===== config.mk =====
export PLATFORM = sky130hd
export DESIGN_NAME = vefe_front_end
export DESIGN_NICKNAME = d
export VERILOG_FILES = /design/src/logic/vefe_fifo.v /design/src/logic/vefe_front_end.v
export VERILOG_INCLUDE_DIRS = /design/src /design/src/logic
export SDC_FILE = /design/constraint.sdc
export NUM_CORES = 2
export LEC_CHECK = 0
export ABC_AREA = 1
export BUFFER_PORTS_ARGS = -buffer_cell sky130_fd_sc_hd__buf_2
export CELL_PAD_IN_SITES_DETAIL_PLACEMENT = 1
export CELL_PAD_IN_SITES_GLOBAL_PLACEMENT = 1
export CORE_MARGIN = 4
export CORE_UTILIZATION = 52
export CTS_BUF_LIST = sky130_fd_sc_hd__clkbuf_4
export CTS_CLUSTER_DIAMETER = 120
export DETAILED_ROUTE_END_ITERATION = 10
export PLACE_DENSITY_LB_ADDON = 0.1
export RECOVER_POWER = 100
export SKIP_CTS_REPAIR_TIMING = 1
export SKIP_LAST_GASP = 1
export SLEW_MARGIN = 20
export SYNTH_ARGS = -nofsm -noshare
export SYNTH_HDL_FRONTEND = slang
export SYNTH_SLANG_ARGS = --single-unit

===== constraint.sdc =====
create_clock -name i_clk -period 18.4 [get_ports i_clk]
set_input_delay 0.92 -clock i_clk [delete_from_list [all_inputs] [get_ports i_clk]]
set_output_delay 0.92 -clock i_clk [all_outputs]
set_load 0.05 [all_outputs]

===== src/logic/vefe_regs.vh =====
// register map, field positions and reset values of the encoder front end
`ifndef VEFE_REGS_VH
`define VEFE_REGS_VH

`define VEFE_ADDR_EMPH_ZERO   8'h0B
`define VEFE_ADDR_EMPH_POLE   8'h0C
`define VEFE_ADDR_CLP_BW      8'h0E
`define VEFE_ADDR_CLP_PEAK    8'h0F
`define VEFE_ADDR_BLUE_GAIN   8'h11
`define VEFE_ADDR_RED_GAIN    8'h12
`define VEFE_ADDR_OUT_BLANK   8'h25
`define VEFE_ADDR_IN_SYNC     8'h28
`define VEFE_ADDR_BLANK_START 8'h2A
`define VEFE_ADDR_BLANK_END   8'h2B
`define VEFE_ADDR_STANDARD    8'h2C

`define VEFE_BIT_YUV_SEL      0
`define VEFE_BIT_CSYNC_SEL    1
`define VEFE_BIT_VS_BLANK_SEL 2
`define VEFE_BIT_ENC_BLANK_D  0
`define VEFE_BIT_PED_DIS      1
`define VEFE_BIT_SECAM        0

`define VEFE_RST_EMPH_ZERO    8'h00
`define VEFE_RST_EMPH_POLE    8'h00
`define VEFE_RST_CLP_BW       8'h00
`define VEFE_RST_CLP_PEAK     8'h00
`define VEFE_RST_GAIN         8'h40
`define VEFE_RST_CTRL         8'h00
`define VEFE_RST_BLANK_START  8'hE0
`define VEFE_RST_BLANK_END    8'h10

`define VEFE_PEDESTAL         8'h10
`define VEFE_SER_BITS         5'h10

`endif


===== src/logic/vefe_fifo.v =====
// synchronous fifo with valid/ready on both sides
`timescale 1ns/100ps
module vefe_fifo #(
	parameter WIDTH = 59,
	parameter DEPTH = 8,
	parameter AW    = 3
) (
	input  wire             i_clk,
	input  wire             i_reset_n,
	input  wire [WIDTH-1:0] i_data,
	input  wire             i_valid,
	output wire             o_ready,
	output reg  [WIDTH-1:0] o_data,
	output wire             o_valid,
	input  wire             i_ready
);
	reg [WIDTH-1:0] mem [0:DEPTH-1];
	reg [AW:0]      wr_ptr;
	reg [AW:0]      rd_ptr;
	wire            full;
	wire            empty;
	wire            push;
	wire            pop;

	assign full    = (wr_ptr[AW] != rd_ptr[AW]) && (wr_ptr[AW-1:0] == rd_ptr[AW-1:0]);
	assign empty   = (wr_ptr == rd_ptr);
	assign o_ready = !full;
	assign o_valid = !empty;
	assign push    = i_valid && !full;
	assign pop     = i_ready && !empty;

	always @(posedge i_clk) begin
		if (push)
			mem[wr_ptr[AW-1:0]] <= i_data;
	end

	always @* begin
		o_data = mem[rd_ptr[AW-1:0]];
	end

	always @(posedge i_clk or negedge i_reset_n) begin
		if (!i_reset_n) begin
			wr_ptr <= {(AW+1){1'b0}};
			rd_ptr <= {(AW+1){1'b0}};
		end else begin
			if (push)
				wr_ptr <= wr_ptr + 1'b1;
			if (pop)
				rd_ptr <= rd_ptr + 1'b1;
		end
	end
endmodule


===== src/logic/vefe_front_end.v =====
// input colour front end of the video encoder: sync, blanking, chroma filters
`timescale 1ns/100ps
`include "vefe_regs.vh"
module vefe_front_end #(
	parameter FIFO_DEPTH = 8,
	parameter FIFO_AW    = 3
) (
	input  wire        i_clk,
	input  wire        i_reset_n,
	input  wire        i_ser_clk,
	input  wire        i_ser_data,
	input  wire        i_ser_ident,
	input  wire [7:0]  i_pix_a,
	input  wire [7:0]  i_pix_b,
	input  wire [7:0]  i_pix_c,
	input  wire        i_hsync,
	input  wire        i_vsync,
	input  wire        i_pix_valid,
	output wire        o_pix_ready,
	output wire [7:0]  o_dac_a,
	output wire [7:0]  o_dac_b,
	output wire [7:0]  o_dac_c,
	output wire [9:0]  o_u,
	output wire [9:0]  o_v,
	output wire [11:0] o_chroma,
	output wire        o_hsync,
	output wire        o_vsync,
	output wire        o_enc_blank,
	output wire        o_out_valid,
	input  wire        i_out_ready
);
	localparam FW = 59;

	// serial control bus; pins are asynchronous, two flops each
	reg  [2:0]  ser_meta;
	reg  [2:0]  ser_sync;
	reg         ser_clk_d;
	reg         ser_ident_d;
	reg  [15:0] ser_shift;
	reg  [4:0]  ser_count;
	wire        ser_rise;
	wire        ser_end;

	reg  [7:0]  emphasis_zero_coefficient;
	reg  [7:0]  emphasis_pole_coefficient;
	reg  [7:0]  chroma_lowpass_bandwidth;
	reg  [7:0]  chroma_lowpass_peaking;
	reg  [7:0]  blue_difference_gain;
	reg  [7:0]  red_difference_gain;
	reg  [7:0]  output_blanking_control;
	reg  [7:0]  input_sync_control;
	reg  [7:0]  blank_start;
	reg  [7:0]  blank_end;
	reg  [7:0]  standard_control;

	wire color_difference_input_select = input_sync_control[`VEFE_BIT_YUV_SEL];
	wire composite_sync_select = input_sync_control[`VEFE_BIT_CSYNC_SEL];
	wire vsync_as_blank_select = input_sync_control[`VEFE_BIT_VS_BLANK_SEL];
	wire encoder_blank_disable = output_blanking_control[`VEFE_BIT_ENC_BLANK_D];
	wire rgb_pedestal_disable = output_blanking_control[`VEFE_BIT_PED_DIS];
	wire secam_mode = standard_control[`VEFE_BIT_SECAM];

	always @(posedge i_clk or negedge i_reset_n) begin
		if (!i_reset_n) begin
			ser_meta <= 3'h0;
			ser_sync <= 3'h0;
			ser_clk_d <= 1'b0;
			ser_ident_d <= 1'b0;
		end else begin
			ser_meta <= {i_ser_ident, i_ser_data, i_ser_clk};
			ser_sync <= ser_meta;
			ser_clk_d <= ser_sync[0];
			ser_ident_d <= ser_sync[2];
		end
	end

	assign ser_rise = ser_sync[0] && !ser_clk_d;
	// a falling ident edge closes the frame: address byte then data byte
	assign ser_end = !ser_sync[2] && ser_ident_d;

	// count sticks at its top so an overlong frame cannot alias back to sixteen bits
	always @(posedge i_clk or negedge i_reset_n) begin
		if (!i_reset_n) begin
			ser_shift <= 16'h0000;
			ser_count <= 5'h00;
		end else if (ser_end) begin
			ser_count <= 5'h00;
		end else if (ser_rise) begin
			ser_shift <= {ser_shift[14:0], ser_sync[1]};
			if (ser_count != 5'h1F)
				ser_count <= ser_count + 5'h01;
		end
	end

	// frames of any other length are dropped rather than half applied
	always @(posedge i_clk or negedge i_reset_n) begin
		if (!i_reset_n) begin
			emphasis_zero_coefficient <= `VEFE_RST_EMPH_ZERO;
			emphasis_pole_coefficient <= `VEFE_RST_EMPH_POLE;
			chroma_lowpass_bandwidth <= `VEFE_RST_CLP_BW;
			chroma_lowpass_peaking <= `VEFE_RST_CLP_PEAK;
			blue_difference_gain <= `VEFE_RST_GAIN;
			red_difference_gain <= `VEFE_RST_GAIN;
			output_blanking_control <= `VEFE_RST_CTRL;
			input_sync_control <= `VEFE_RST_CTRL;
			blank_start <= `VEFE_RST_BLANK_START;
			blank_end <= `VEFE_RST_BLANK_END;
			standard_control <= `VEFE_RST_CTRL;
		end else if (ser_end && ser_count == `VEFE_SER_BITS) begin
			case (ser_shift[15:8])
			`VEFE_ADDR_EMPH_ZERO:   emphasis_zero_coefficient <= ser_shift[7:0];
			`VEFE_ADDR_EMPH_POLE:   emphasis_pole_coefficient <= ser_shift[7:0];
			`VEFE_ADDR_CLP_BW:      chroma_lowpass_bandwidth <= ser_shift[7:0];
			`VEFE_ADDR_CLP_PEAK:    chroma_lowpass_peaking <= ser_shift[7:0];
			`VEFE_ADDR_BLUE_GAIN:   blue_difference_gain <= ser_shift[7:0];
			`VEFE_ADDR_RED_GAIN:    red_difference_gain <= ser_shift[7:0];
			`VEFE_ADDR_OUT_BLANK:   output_blanking_control <= ser_shift[7:0];
			`VEFE_ADDR_IN_SYNC:     input_sync_control <= ser_shift[7:0];
			`VEFE_ADDR_BLANK_START: blank_start <= ser_shift[7:0];
			`VEFE_ADDR_BLANK_END:   blank_end <= ser_shift[7:0];
			`VEFE_ADDR_STANDARD:    standard_control <= ser_shift[7:0];
			default: ;
			endcase
		end
	end

	// a loaded pipeline stage holds while the fifo is full, stalling the source
	reg            st_valid;
	wire           fifo_ready;
	wire           advance = !st_valid || fifo_ready;
	wire           accept = i_pix_valid && advance;
	assign o_pix_ready = advance;

	// sync interpretation and line position
	reg        hs_d;
	reg [10:0] hpos;
	reg        line_odd;
	reg        phase;
	wire       line_start = i_hsync && !hs_d;
	wire       vs_is_blank = composite_sync_select || vsync_as_blank_select;
	wire       ext_blank = vs_is_blank && i_vsync;
	wire       vsync_eff = !vs_is_blank && i_vsync;
	wire       int_blank = (hpos >= {blank_start, 3'h0}) || (hpos < {blank_end, 3'h0});
	wire       enc_blank = encoder_blank_disable ? int_blank : ext_blank;

	// hpos holds at its top value, inside the blanking window, so a lost hsync cannot wrap back into active video
	always @(posedge i_clk or negedge i_reset_n) begin
		if (!i_reset_n) begin
			hs_d <= 1'b0;
			hpos <= 11'h000;
			line_odd <= 1'b0;
			phase <= 1'b0;
		end else if (accept) begin
			hs_d <= i_hsync;
			phase <= !phase;
			if (line_start) begin
				hpos <= 11'h000;
				line_odd <= !line_odd;
			end else if (hpos != 11'h7FF) begin
				hpos <= hpos + 11'h001;
			end
		end
	end

	// rgb dac path
	function [7:0] ped_add;
		input [7:0] v;
		input       blank;
		input       dis;
		reg   [8:0] s;
		begin
			s = {1'b0, v} + {1'b0, `VEFE_PEDESTAL};
			if (blank)
				ped_add = 8'h00;
			else if (dis)
				ped_add = v;
			else
				ped_add = s[8] ? 8'hFF : s[7:0];
		end
	endfunction

	// yuv and rgb both land on the same three dacs
	wire [7:0] dac_a = ped_add(i_pix_a, ext_blank, rgb_pedestal_disable);
	wire [7:0] dac_b = ped_add(i_pix_b, ext_blank, rgb_pedestal_disable);
	wire [7:0] dac_c = ped_add(i_pix_c, ext_blank, rgb_pedestal_disable);

	// colour matrix; luma weights sum to 256
	wire [15:0] luma_sum = 16'd77 * {8'h00, i_pix_a} + 16'd150 * {8'h00, i_pix_b}
		+ 16'd29 * {8'h00, i_pix_c};
	wire [7:0]  luma = luma_sum[15:8];
	wire [9:0]  mat_by = {2'b00, i_pix_c} - {2'b00, luma};
	wire [9:0]  mat_ry = {2'b00, i_pix_a} - {2'b00, luma};
	wire [9:0]  yuv_u = {2'b00, i_pix_b} - 10'h080;
	wire [9:0]  yuv_v = {2'b00, i_pix_c} - 10'h080;
	wire [19:0] ch_in = color_difference_input_select ?
		{yuv_v, yuv_u} : {mat_ry, mat_by};

	function [9:0] sat10;
		input signed [20:0] v;
		begin
			if (v > 21'sd511)
				sat10 = 10'h1FF;
			else if (v < -21'sd512)
				sat10 = 10'h200;
			else
				sat10 = v[9:0];
		end
	endfunction

	// per channel: 0 is b-y to u, 1 is r-y to v
	wire [19:0] ch_out;
	wire [15:0] gains = {red_difference_gain, blue_difference_gain};
	genvar ch;
	generate
		for (ch = 0; ch < 2; ch = ch + 1) begin : g_chan
			reg  signed [15:0] lp_st;
			wire signed [9:0]  x = ch_in[ch*10 +: 10];
			wire signed [15:0] xs = {x, 6'h00};
			wire signed [16:0] dif = {xs[15], xs} - {lp_st[15], lp_st};
			wire signed [16:0] step = dif >>> chroma_lowpass_bandwidth[2:0];
			wire signed [9:0]  lp = lp_st[15:6];
			wire signed [8:0]  pk = {chroma_lowpass_peaking[7], chroma_lowpass_peaking};
			wire signed [8:0]  dc_k = 9'sd128 + pk;
			wire signed [10:0] hf = {x[9], x} - {lp[9], lp};
			wire signed [20:0] dc_p = dc_k * lp;
			wire signed [20:0] hf_p = (-pk) * hf;
			wire signed [20:0] pk_sum = (dc_p >>> 7) + (hf_p >>> 6);
			wire signed [9:0]  peaked = sat10(pk_sum);
			wire signed [9:0]  gain = {2'b00, gains[ch*8 +: 8]};
			wire signed [20:0] g_p = peaked * gain;
			assign ch_out[ch*10 +: 10] = sat10(g_p >>> 7);
			// the word carries the state held before this sample's update
			always @(posedge i_clk or negedge i_reset_n) begin
				if (!i_reset_n)
					lp_st <= 16'h0000;
				else if (accept)
					lp_st <= lp_st + step[15:0];
			end
		end
	endgenerate

	// secam preemphasis on the lowpass output, at half rate
	reg  signed [9:0]  px [0:3];
	reg  signed [11:0] py [0:3];
	reg  signed [11:0] emph_out;
	wire signed [9:0]  lp_u = g_chan[0].peaked;
	wire signed [9:0]  lp_v = g_chan[1].peaked;
	wire signed [9:0]  px_in = line_odd ? lp_v : sat10(-{{11{lp_u[9]}}, lp_u});
	wire signed [8:0]  coef_a = {2'b00, emphasis_zero_coefficient[6:0]};
	wire signed [8:0]  coef_b = {3'b000, emphasis_pole_coefficient[5:0]};
	wire signed [18:0] a_p = px[3] * coef_a;
	wire signed [20:0] b_p = py[3] * coef_b;
	// the delayed product keeps its sign through the rescaling shift
	wire signed [13:0] w = {{4{px_in[9]}}, px_in} - {{2{a_p[18]}}, a_p[18:7]};
	wire signed [20:0] y_full = {{5{w[13]}}, w, 2'b00} + (b_p >>> 6);
	wire signed [11:0] y_sat = (y_full > 21'sd2047) ? 12'h7FF :
		(y_full < -21'sd2048) ? 12'h800 : y_full[11:0];
	integer k;

	always @(posedge i_clk or negedge i_reset_n) begin
		if (!i_reset_n) begin
			for (k = 0; k < 4; k = k + 1) begin
				px[k] <= 10'h000;
				py[k] <= 12'h000;
			end
			emph_out <= 12'h000;
		end else if (accept && phase && secam_mode) begin
			for (k = 3; k > 0; k = k - 1) begin
				px[k] <= px[k-1];
				py[k] <= py[k-1];
			end
			px[0] <= px_in;
			py[0] <= y_sat;
			emph_out <= y_sat;
		end
	end

	// bypass passes the line-sequential chroma unchanged
	wire [11:0] chroma = secam_mode ? emph_out : {{2{px_in[9]}}, px_in};

	// output stage feeding the fifo
	// the stage register gives one word of slack beyond the fifo depth
	reg [FW-1:0] st_word;

	always @(posedge i_clk or negedge i_reset_n) begin
		if (!i_reset_n) begin
			st_valid <= 1'b0;
			st_word <= {FW{1'b0}};
		end else if (advance) begin
			st_valid <= i_pix_valid;
			if (i_pix_valid)
				st_word <= {dac_a, dac_b, dac_c, ch_out[9:0], ch_out[19:10], chroma,
					i_hsync, vsync_eff, enc_blank};
		end
	end

	wire [FW-1:0] out_word;

	vefe_fifo #(
		.WIDTH (FW),
		.DEPTH (FIFO_DEPTH),
		.AW    (FIFO_AW)
	) u_fifo (
		.i_clk     (i_clk),
		.i_reset_n (i_reset_n),
		.i_data    (st_word),
		.i_valid   (st_valid),
		.o_ready   (fifo_ready),
		.o_data    (out_word),
		.o_valid   (o_out_valid),
		.i_ready   (i_out_ready)
	);

	// word layout: three dac codes, u, v, chroma, then sync and blank flags
	assign o_dac_a     = out_word[58:51];
	assign o_dac_b     = out_word[50:43];
	assign o_dac_c     = out_word[42:35];
	assign o_u         = out_word[34:25];
	assign o_v         = out_word[24:15];
	assign o_chroma    = out_word[14:3];
	assign o_hsync     = out_word[2];
	assign o_vsync     = out_word[1];
	assign o_enc_blank = out_word[0];
endmodule


## Yosys cells after proc, flatten, opt, wreduce, memory -nomap -nowiden

Memory sizes are Yosys's and may differ from the RTL's.
Index checks and enable logic that the tools add are counted.

| operators by class | value |
|---|---|
| add/subtract/negate cells | 26 |
| $mul | 11 |
| magnitude comparators | 14 |
| equality and inequality tests | 17 |
| shift operators | 2 |
| multiplexer cells | 32 |
| bitwise logic cells | 1 |
| reduce and logical (&&, ||, !) cells | 43 |

Operator list:

| kind | count |
|---|---|
| 2-to-1 mux 10 bit | 11 |
| 2-to-1 mux 8 bit | 9 |
| multiplier 21 x 11 -> 21 bit | 2 |
| equality test 8 x 6 -> 1 bit (second input constant) | 5 |
| multiplier 10 x 9 -> 19 bit | 2 |
| multiplier 9 x 10 -> 19 bit | 2 |
| 2-to-1 mux 12 bit | 3 |
| >>> shifter 17 x 3 -> 16 bit | 2 |
| subtractor 16 x 16 -> 17 bit | 2 |
| adder 12 x 15 -> 16 bit | 2 |
| adder 16 bit | 2 |
| equality test 8 x 4 -> 1 bit (second input constant) | 4 |
| greater-than comparator 16 x 10 -> 1 bit (second input constant) | 2 |
| < comparator 16 x 10 -> 1 bit (second input constant) | 2 |
| AND reduction 2 bit | 16 |
| multiplier 7 x 8 -> 15 bit (first input constant) | 2 |
| adder 8 x 5 -> 9 bit (second input constant) | 3 |
| greater-than comparator 12 x 10 -> 1 bit (second input constant) | 2 |
| < comparator 12 x 10 -> 1 bit (second input constant) | 2 |
| 2-to-1 mux 11 bit | 2 |
| subtractor 10 x 10 -> 11 bit | 2 |
| greater-than comparator 21 x 10 -> 1 bit (second input constant) | 1 |
| < comparator 21 x 10 -> 1 bit (second input constant) | 1 |
| negation 21 bit | 1 |
| other kinds (33) | 64 |

| storage, ports and cells | value |
|---|---|
| register bits | 293 |
| memory bits (writable) | 472 |
| input bits | 33 |
| output and inout bits | 61 |
| memories | 1 |

Memories:

| name | depth | width | rd ports | clocked after Yosys merged registers in | write ports | line | source |
|---|---|---|---|---|---|---|---|
| u_fifo.mem | 8 | 59 | 1 | 0 | 1 | vefe_fifo.v:17 | `reg [WIDTH-1:0] mem [0:DEPTH-1];` |

## Longest topological paths before layout

| logic depth | value |
|---|---|
| depth in word-level cells | 21 |
| mapped depth | 127 |

## Modules after synthesis

From an unflattened synthesis, not the netlist that was laid out.

| unflattened totals | value |
|---|---|
| cell total of the unflattened synthesis | 7674 |
| area, all modules | 67523.5 sq um |

Modules (own cells, without submodules):

| module | instances | cells each | area each (sq um) | sequential area each (sq um) |
|---|---|---|---|---|
| vefe_front_end | 1 | 6258 | 48756.8 | 7114.3 |
| vefe_fifo | 1 | 1416 | 18766.7 | 14373.8 |

## Least setup slack after synthesis

Ideal clock, no wire load.

| timing | value |
|---|---|
| kind | input-to-reg |
| from | input i_pix_b[3] |
| to | register emph_out[0] |
| library setup time | 0.134 ns |
| data arrival time | 18.958 ns |
| data required time | 18.266 ns |
| setup slack | -0.692 ns |
| stages on the path | 109 |
| cells stage by stage | ha_1 > ha_1 > ha_1 > inv_1 > fa_1 > inv_1 > ha_1 > inv_1 > nor2_1 > nor2_1 > xor2_1 > fa_1 > fa_1 > fa_1 > fa_1 > inv_1 > ha_1 > a21o_1 > [73 not listed] > ha_1 > inv_1 > fa_1 > inv_1 > fa_1 > o31ai_1 > a21o_1 > a21oi_1 > o21bai_1 > a21oi_1 > o21ai_0 > nand2_1 > nand3_1 > o21ai_0 > nor4_1 > nand3_2 > a21oi_4 > a21oi_2 |

| between the ends | value |
|---|---|
| word-level cells in the longest chain between the ends | 21 |

RTL lines:

| element | line | source |
|---|---|---|
| start: declaration | vefe_front_end.v:14 | `input wire [7:0] i_pix_b,` |
| multiplier 7 x 8 -> 15 bit | vefe_front_end.v:188 | `wire [15:0] luma_sum = 16'd77 * {8'h00, i_pix_a} + 16'd150 * {8'h00, i_pix_b}` |
| adder 15 x 16 -> 16 bit | vefe_front_end.v:188 |  |
| adder 16 x 13 -> 16 bit | vefe_front_end.v:189 | `+ 16'd29 * {8'h00, i_pix_c};` |
| subtractor 8 x 8 -> 9 bit | vefe_front_end.v:191 | `wire [9:0] mat_by = {2'b00, i_pix_c} - {2'b00, luma};` |
| 2-to-1 mux 20 bit (*) | vefe_front_end.v:195 | `wire [19:0] ch_in = color_difference_input_select ?` |
| subtractor 10 x 10 -> 11 bit | vefe_front_end.v:224 | `wire signed [10:0] hf = {x[9], x} - {lp[9], lp};` |
| multiplier 21 x 11 -> 21 bit | vefe_front_end.v:226 | `wire signed [20:0] hf_p = (-pk) * hf;` |
| adder 12 x 15 -> 16 bit | vefe_front_end.v:227 | `wire signed [20:0] pk_sum = (dc_p >>> 7) + (hf_p >>> 6);` |
| [5 not listed] | -- |  |
| 2-to-1 mux 10 bit | vefe_front_end.v:203 | `else if (v < -21'sd512)` |
| 2-to-1 mux 10 bit | vefe_front_end.v:201 | `if (v > 21'sd511)` |
| 2-to-1 mux 10 bit (*) | vefe_front_end.v:248 | `wire signed [9:0] px_in = line_odd ? lp_v : sat10(-{{11{lp_u[9]}}, lp_u});` |
| subtractor 10 x 11 -> 12 bit (*) | vefe_front_end.v:254 | `wire signed [13:0] w = {{4{px_in[9]}}, px_in} - {{2{a_p[18]}}, a_p[18:7]};` |
| adder 14 x 16 -> 17 bit (*) | vefe_front_end.v:255 | `wire signed [20:0] y_full = {{5{w[13]}}, w, 2'b00} + (b_p >>> 6);` |
| < comparator 17 x 12 -> 1 bit | vefe_front_end.v:257 | `(y_full < -21'sd2048) ? 12'h800 : y_full[11:0];` |
| 2-to-1 mux 12 bit | vefe_front_end.v:257 |  |
| 2-to-1 mux 12 bit (*) | vefe_front_end.v:256 | `wire signed [11:0] y_sat = (y_full > 21'sd2047) ? 12'h7FF :` |
| end signal: assignment | vefe_front_end.v:274 | `emph_out <= y_sat;` |
| end: declaration | vefe_front_end.v:245 | `reg signed [11:0] emph_out;` |

Every way passes the cells marked *; elsewhere a longest branch is shown, timed or not.
A chain may end at the register's enable or synchronous reset.

## Worst setup path after layout

| timing | value |
|---|---|
| from | input i_pix_b[5] |
| to | register emph_out[2] |

The elaborated chain is that of the path after synthesis.

==> results.md <==
* Outcome: finished with violations
* Failing checks: max-capacitance violations, max-slew violations, negative setup slack
* Worst-path clk slew at around 0.070 ns
* Worst-Margin Slew at 6.86 ns
* Post-DR wirelength/cell at slightly above 20 um
* Final Hold Vio Count at 0
* WP data arrival at ~20 ns
* Synth warn at 0
* Initial antenna violation count at 7
* Largest net degree at the start of global routing at 134
* Crit Path Category: primary input to flop
* RSZ-0062 raised after global routing: yes
* CTS tree: yes
* Main synth FF type: edfxtp_1
* Clk sinks at 764
* Die Area at between 100,000 and 150,000 um2
* Final worst-path setup slack at -0.335 ns
* Setup crit end kind: flop
* Max clock buf depth at 3
* Global-route wire length before repair at between 300,000 and 400,000 um
* RePlAce Congestion at about 0.9
* Flops & latches, synth at 764
* Final worst path period share at 102%
* Critical path fanouts, max at 11
* Mean Syn Cell Area at 8.83 um2
* DP HPWL at 151,000 um
* EDFF count, synth at 472
* Cell row count at 131
* Sequential Area at 21,500 um2
* Critical path's largest stage delay at about 0.56 ns
* Slew HR at -358%
* Multi-input logic area at between 40,000 and 50,000 um2
* Vias per inst at 5.47
* Clock Skew at 0.0954 ns
* Max-slew violations at between 1,000 and 1,500
* Startpoint Class: primary input
* Fmax at between 50 and 60 MHz
* Fin crit period at roughly 19 ns
* Critical Path RT at 19.50 ns
* Final Setup Violations at 20
* DP Area at 73,600 um2
* Antenna-violating nets left at 0
* Min-Delay Path Class: primary input to flop
* NumNets Final at 9,546
* Clock Tree Root: clkbuf_4
* Core region area at approximately 130,000 um2
* Drt drc at 0
* Die Ht at 367 um
* Vias in the first global route at 60,531
* TritonCTS Buffers at 201
* DRT Wirelength at 208,000 um
* H-tree depth at 4
* Share of cells above drive strength 1 at approximately 18%
* DR iter-0 viols at 3,323
* Register area share after synthesis at around 32%
* Async SR Flop Fraction at 38.2%
* Total global routing track utilization at between 20 and 30%
* P&R area growth vs syn at 16.8%
* Ports at 94
* Port buffer count at between 90 and 100
* Clock Latency Late Sink at 1.21 ns
* Filler cells at about 15,000
* Design area at 78,400 um2
* Syn Nets at 8,858
* Total grt overflow at 0
* First-pass iteration count of the detailed router at 5
* Initial Utilization at a little over half
* Die Width at 367 um
* Via count at 55,301
* Distinct cells, synth at 63
* Mapped Cells at 7,595
* Max Cap Viol at 25
* Mapped cell area at 67,100 um2
* Slowest cell on the critical path: fa_1
[stage by stage]
| stage | utilization (%) | setup TNS, ns | worst slack (ns) | hold slack, ns | std cells |
|---|---|---|---|---|---|
| detailed placement | 57.6 | -54.22 | -1.84 | 0.336 | 9679 |
| CTS | 59.6 | -13.92 | -0.569 | -0.340 | 10045 |
| finish | 61.3 | -3.58 | -0.335 | 0.0587 | 10118 |
| floorplan | - | 0 | 0.000464 | 0.331 | 7595 |
| global route | 61.3 | -27.40 | -1.15 | 0.00546 | 10112 |
| global placement | 57.6 | -28.22 | -0.945 | 0.336 | 9679 |
[area by class of cell]
type	instances	share of cell area (%)
timing repair buffer	759	7.25
antenna	10	0.0319
multi-input combinational	5058	52.1
clock inverter	79	0.557
sequential	764	27.4
inverter	1499	7.22
clock buffer	287	2.75
tap	1662	2.65
[cells in the final DEF, fill, tap and decap left out, types with 12 or more instances in the layout]
cell / instances
a21o_1: 29
a21oi_1: 179
a21oi_2: 77
a31oi_1: 68
buf_12: 13
buf_2: 87
buf_4: 617
buf_6: 13
clkbuf_1: 20
clkbuf_4: 287
clkinv_1: 71
dfrtp_1: 284
edfxtp_1: 472
fa_1: 662
ha_1: 511
ha_4: 45
inv_1: 1436
inv_2: 40
nand2_1: 1214
nand2_2: 63
nand2_4: 22
nand3_1: 82
nand3_2: 20
nand4_1: 31
nor2_1: 841
nor2_2: 23
nor3_1: 26
o21ai_0: 577
o21ai_1: 15
o21ai_2: 21
o21bai_1: 20
o22ai_1: 62
or2_2: 21
xnor2_1: 105
xor2_1: 169
xor2_2: 12
[worst max-delay path: cells and delay by family]
family,cells,cell delay [ns]
AO/OA/AOI/OAI,26,4.01
XOR/XNOR,5,0.87
adder cells (fa/ha/maj),23,8.26
buffers and inverters,23,1.90
AND/OR/NAND/NOR,41,3.80
[flip-flops by register name, summed over array words and instances (netlist names), 4 cells and up]
signal	cells
blank_end	8
blank_start	8
blue_difference_gain	8
chroma_lowpass_peaking	8
emph_out	12
emphasis_pole_coefficient	6
emphasis_zero_coefficient	7
g_chan.lp_st	32
hpos	11
px	40
py	36
red_difference_gain	8
ser_count	5
ser_shift	16
st_word	59
u_fifo.mem	472
u_fifo.rd_ptr	4
u_fifo.wr_ptr	4
[path summary, 6_finish.rpt]
check	start	endpoint	slack, ns	cells after the start
setup / recovery	i_pix_b[5]	emph_out[2]$_DFFE_PN0P_	-0.33	118
hold / removal	i_hsync	st_word[2]$_DFFE_PN0P_	0.06	3
setup reg to reg	input_sync_control[0]$_DFFE_PN0P_	emph_out[2]$_DFFE_PN0P_	3.76	87
hold reg to reg	ser_meta[2]$_DFF_PN0_	ser_sync[2]$_DFF_PN0_	0.35	0
max in group asynchronous	i_reset_n	u_fifo.rd_ptr[1]$_DFFE_PN0P_	9.06	3
min in group asynchronous	i_reset_n	emph_out[3]$_DFFE_PN0P_	2.90	2
[cells by family after synthesis]
family | synth area share (%)
flops | 32.0
simple gates | 14.4
compound gates | 9.19
fa+ha+maj | 30.4
xor+xnor | 3.80
mux | 0.181
buf+inv | 9.97
[cell usage after synthesis, types with 65 or more instances]
| library cell | number | area [um2] |
|---|---|---|
| a21oi_1 | 249 | 1250 |
| a31oi_1 | 73 | 457 |
| clkbuf_1 | 238 | 893 |
| dfrtp_1 | 286 | 7160 |
| edfxtp_1 | 472 | 14200 |
| fa_1 | 668 | 13400 |
| ha_1 | 562 | 7030 |
| inv_1 | 1473 | 5530 |
| nand2_1 | 1269 | 4760 |
| nand3_1 | 99 | 495 |
| nor2_1 | 867 | 3250 |
| o21ai_0 | 608 | 3040 |
| o22ai_1 | 65 | 407 |
| xnor2_1 | 110 | 963 |
| xor2_1 | 181 | 1590 |
[layer usage]
layer  vias up  part of all wire [%]  track usage (%)
met2      1449                    50             51.5
met5         -                0.0039                0
met4         2                   3.5             10.4
li1      25318                     -                -
met1     28063                    42             38.0
met3       469                   5.3             5.21
Power is left out: the tool's default activity adds up to more than one toggle a clock period on the data nets, which glitch-free logic cannot reach.
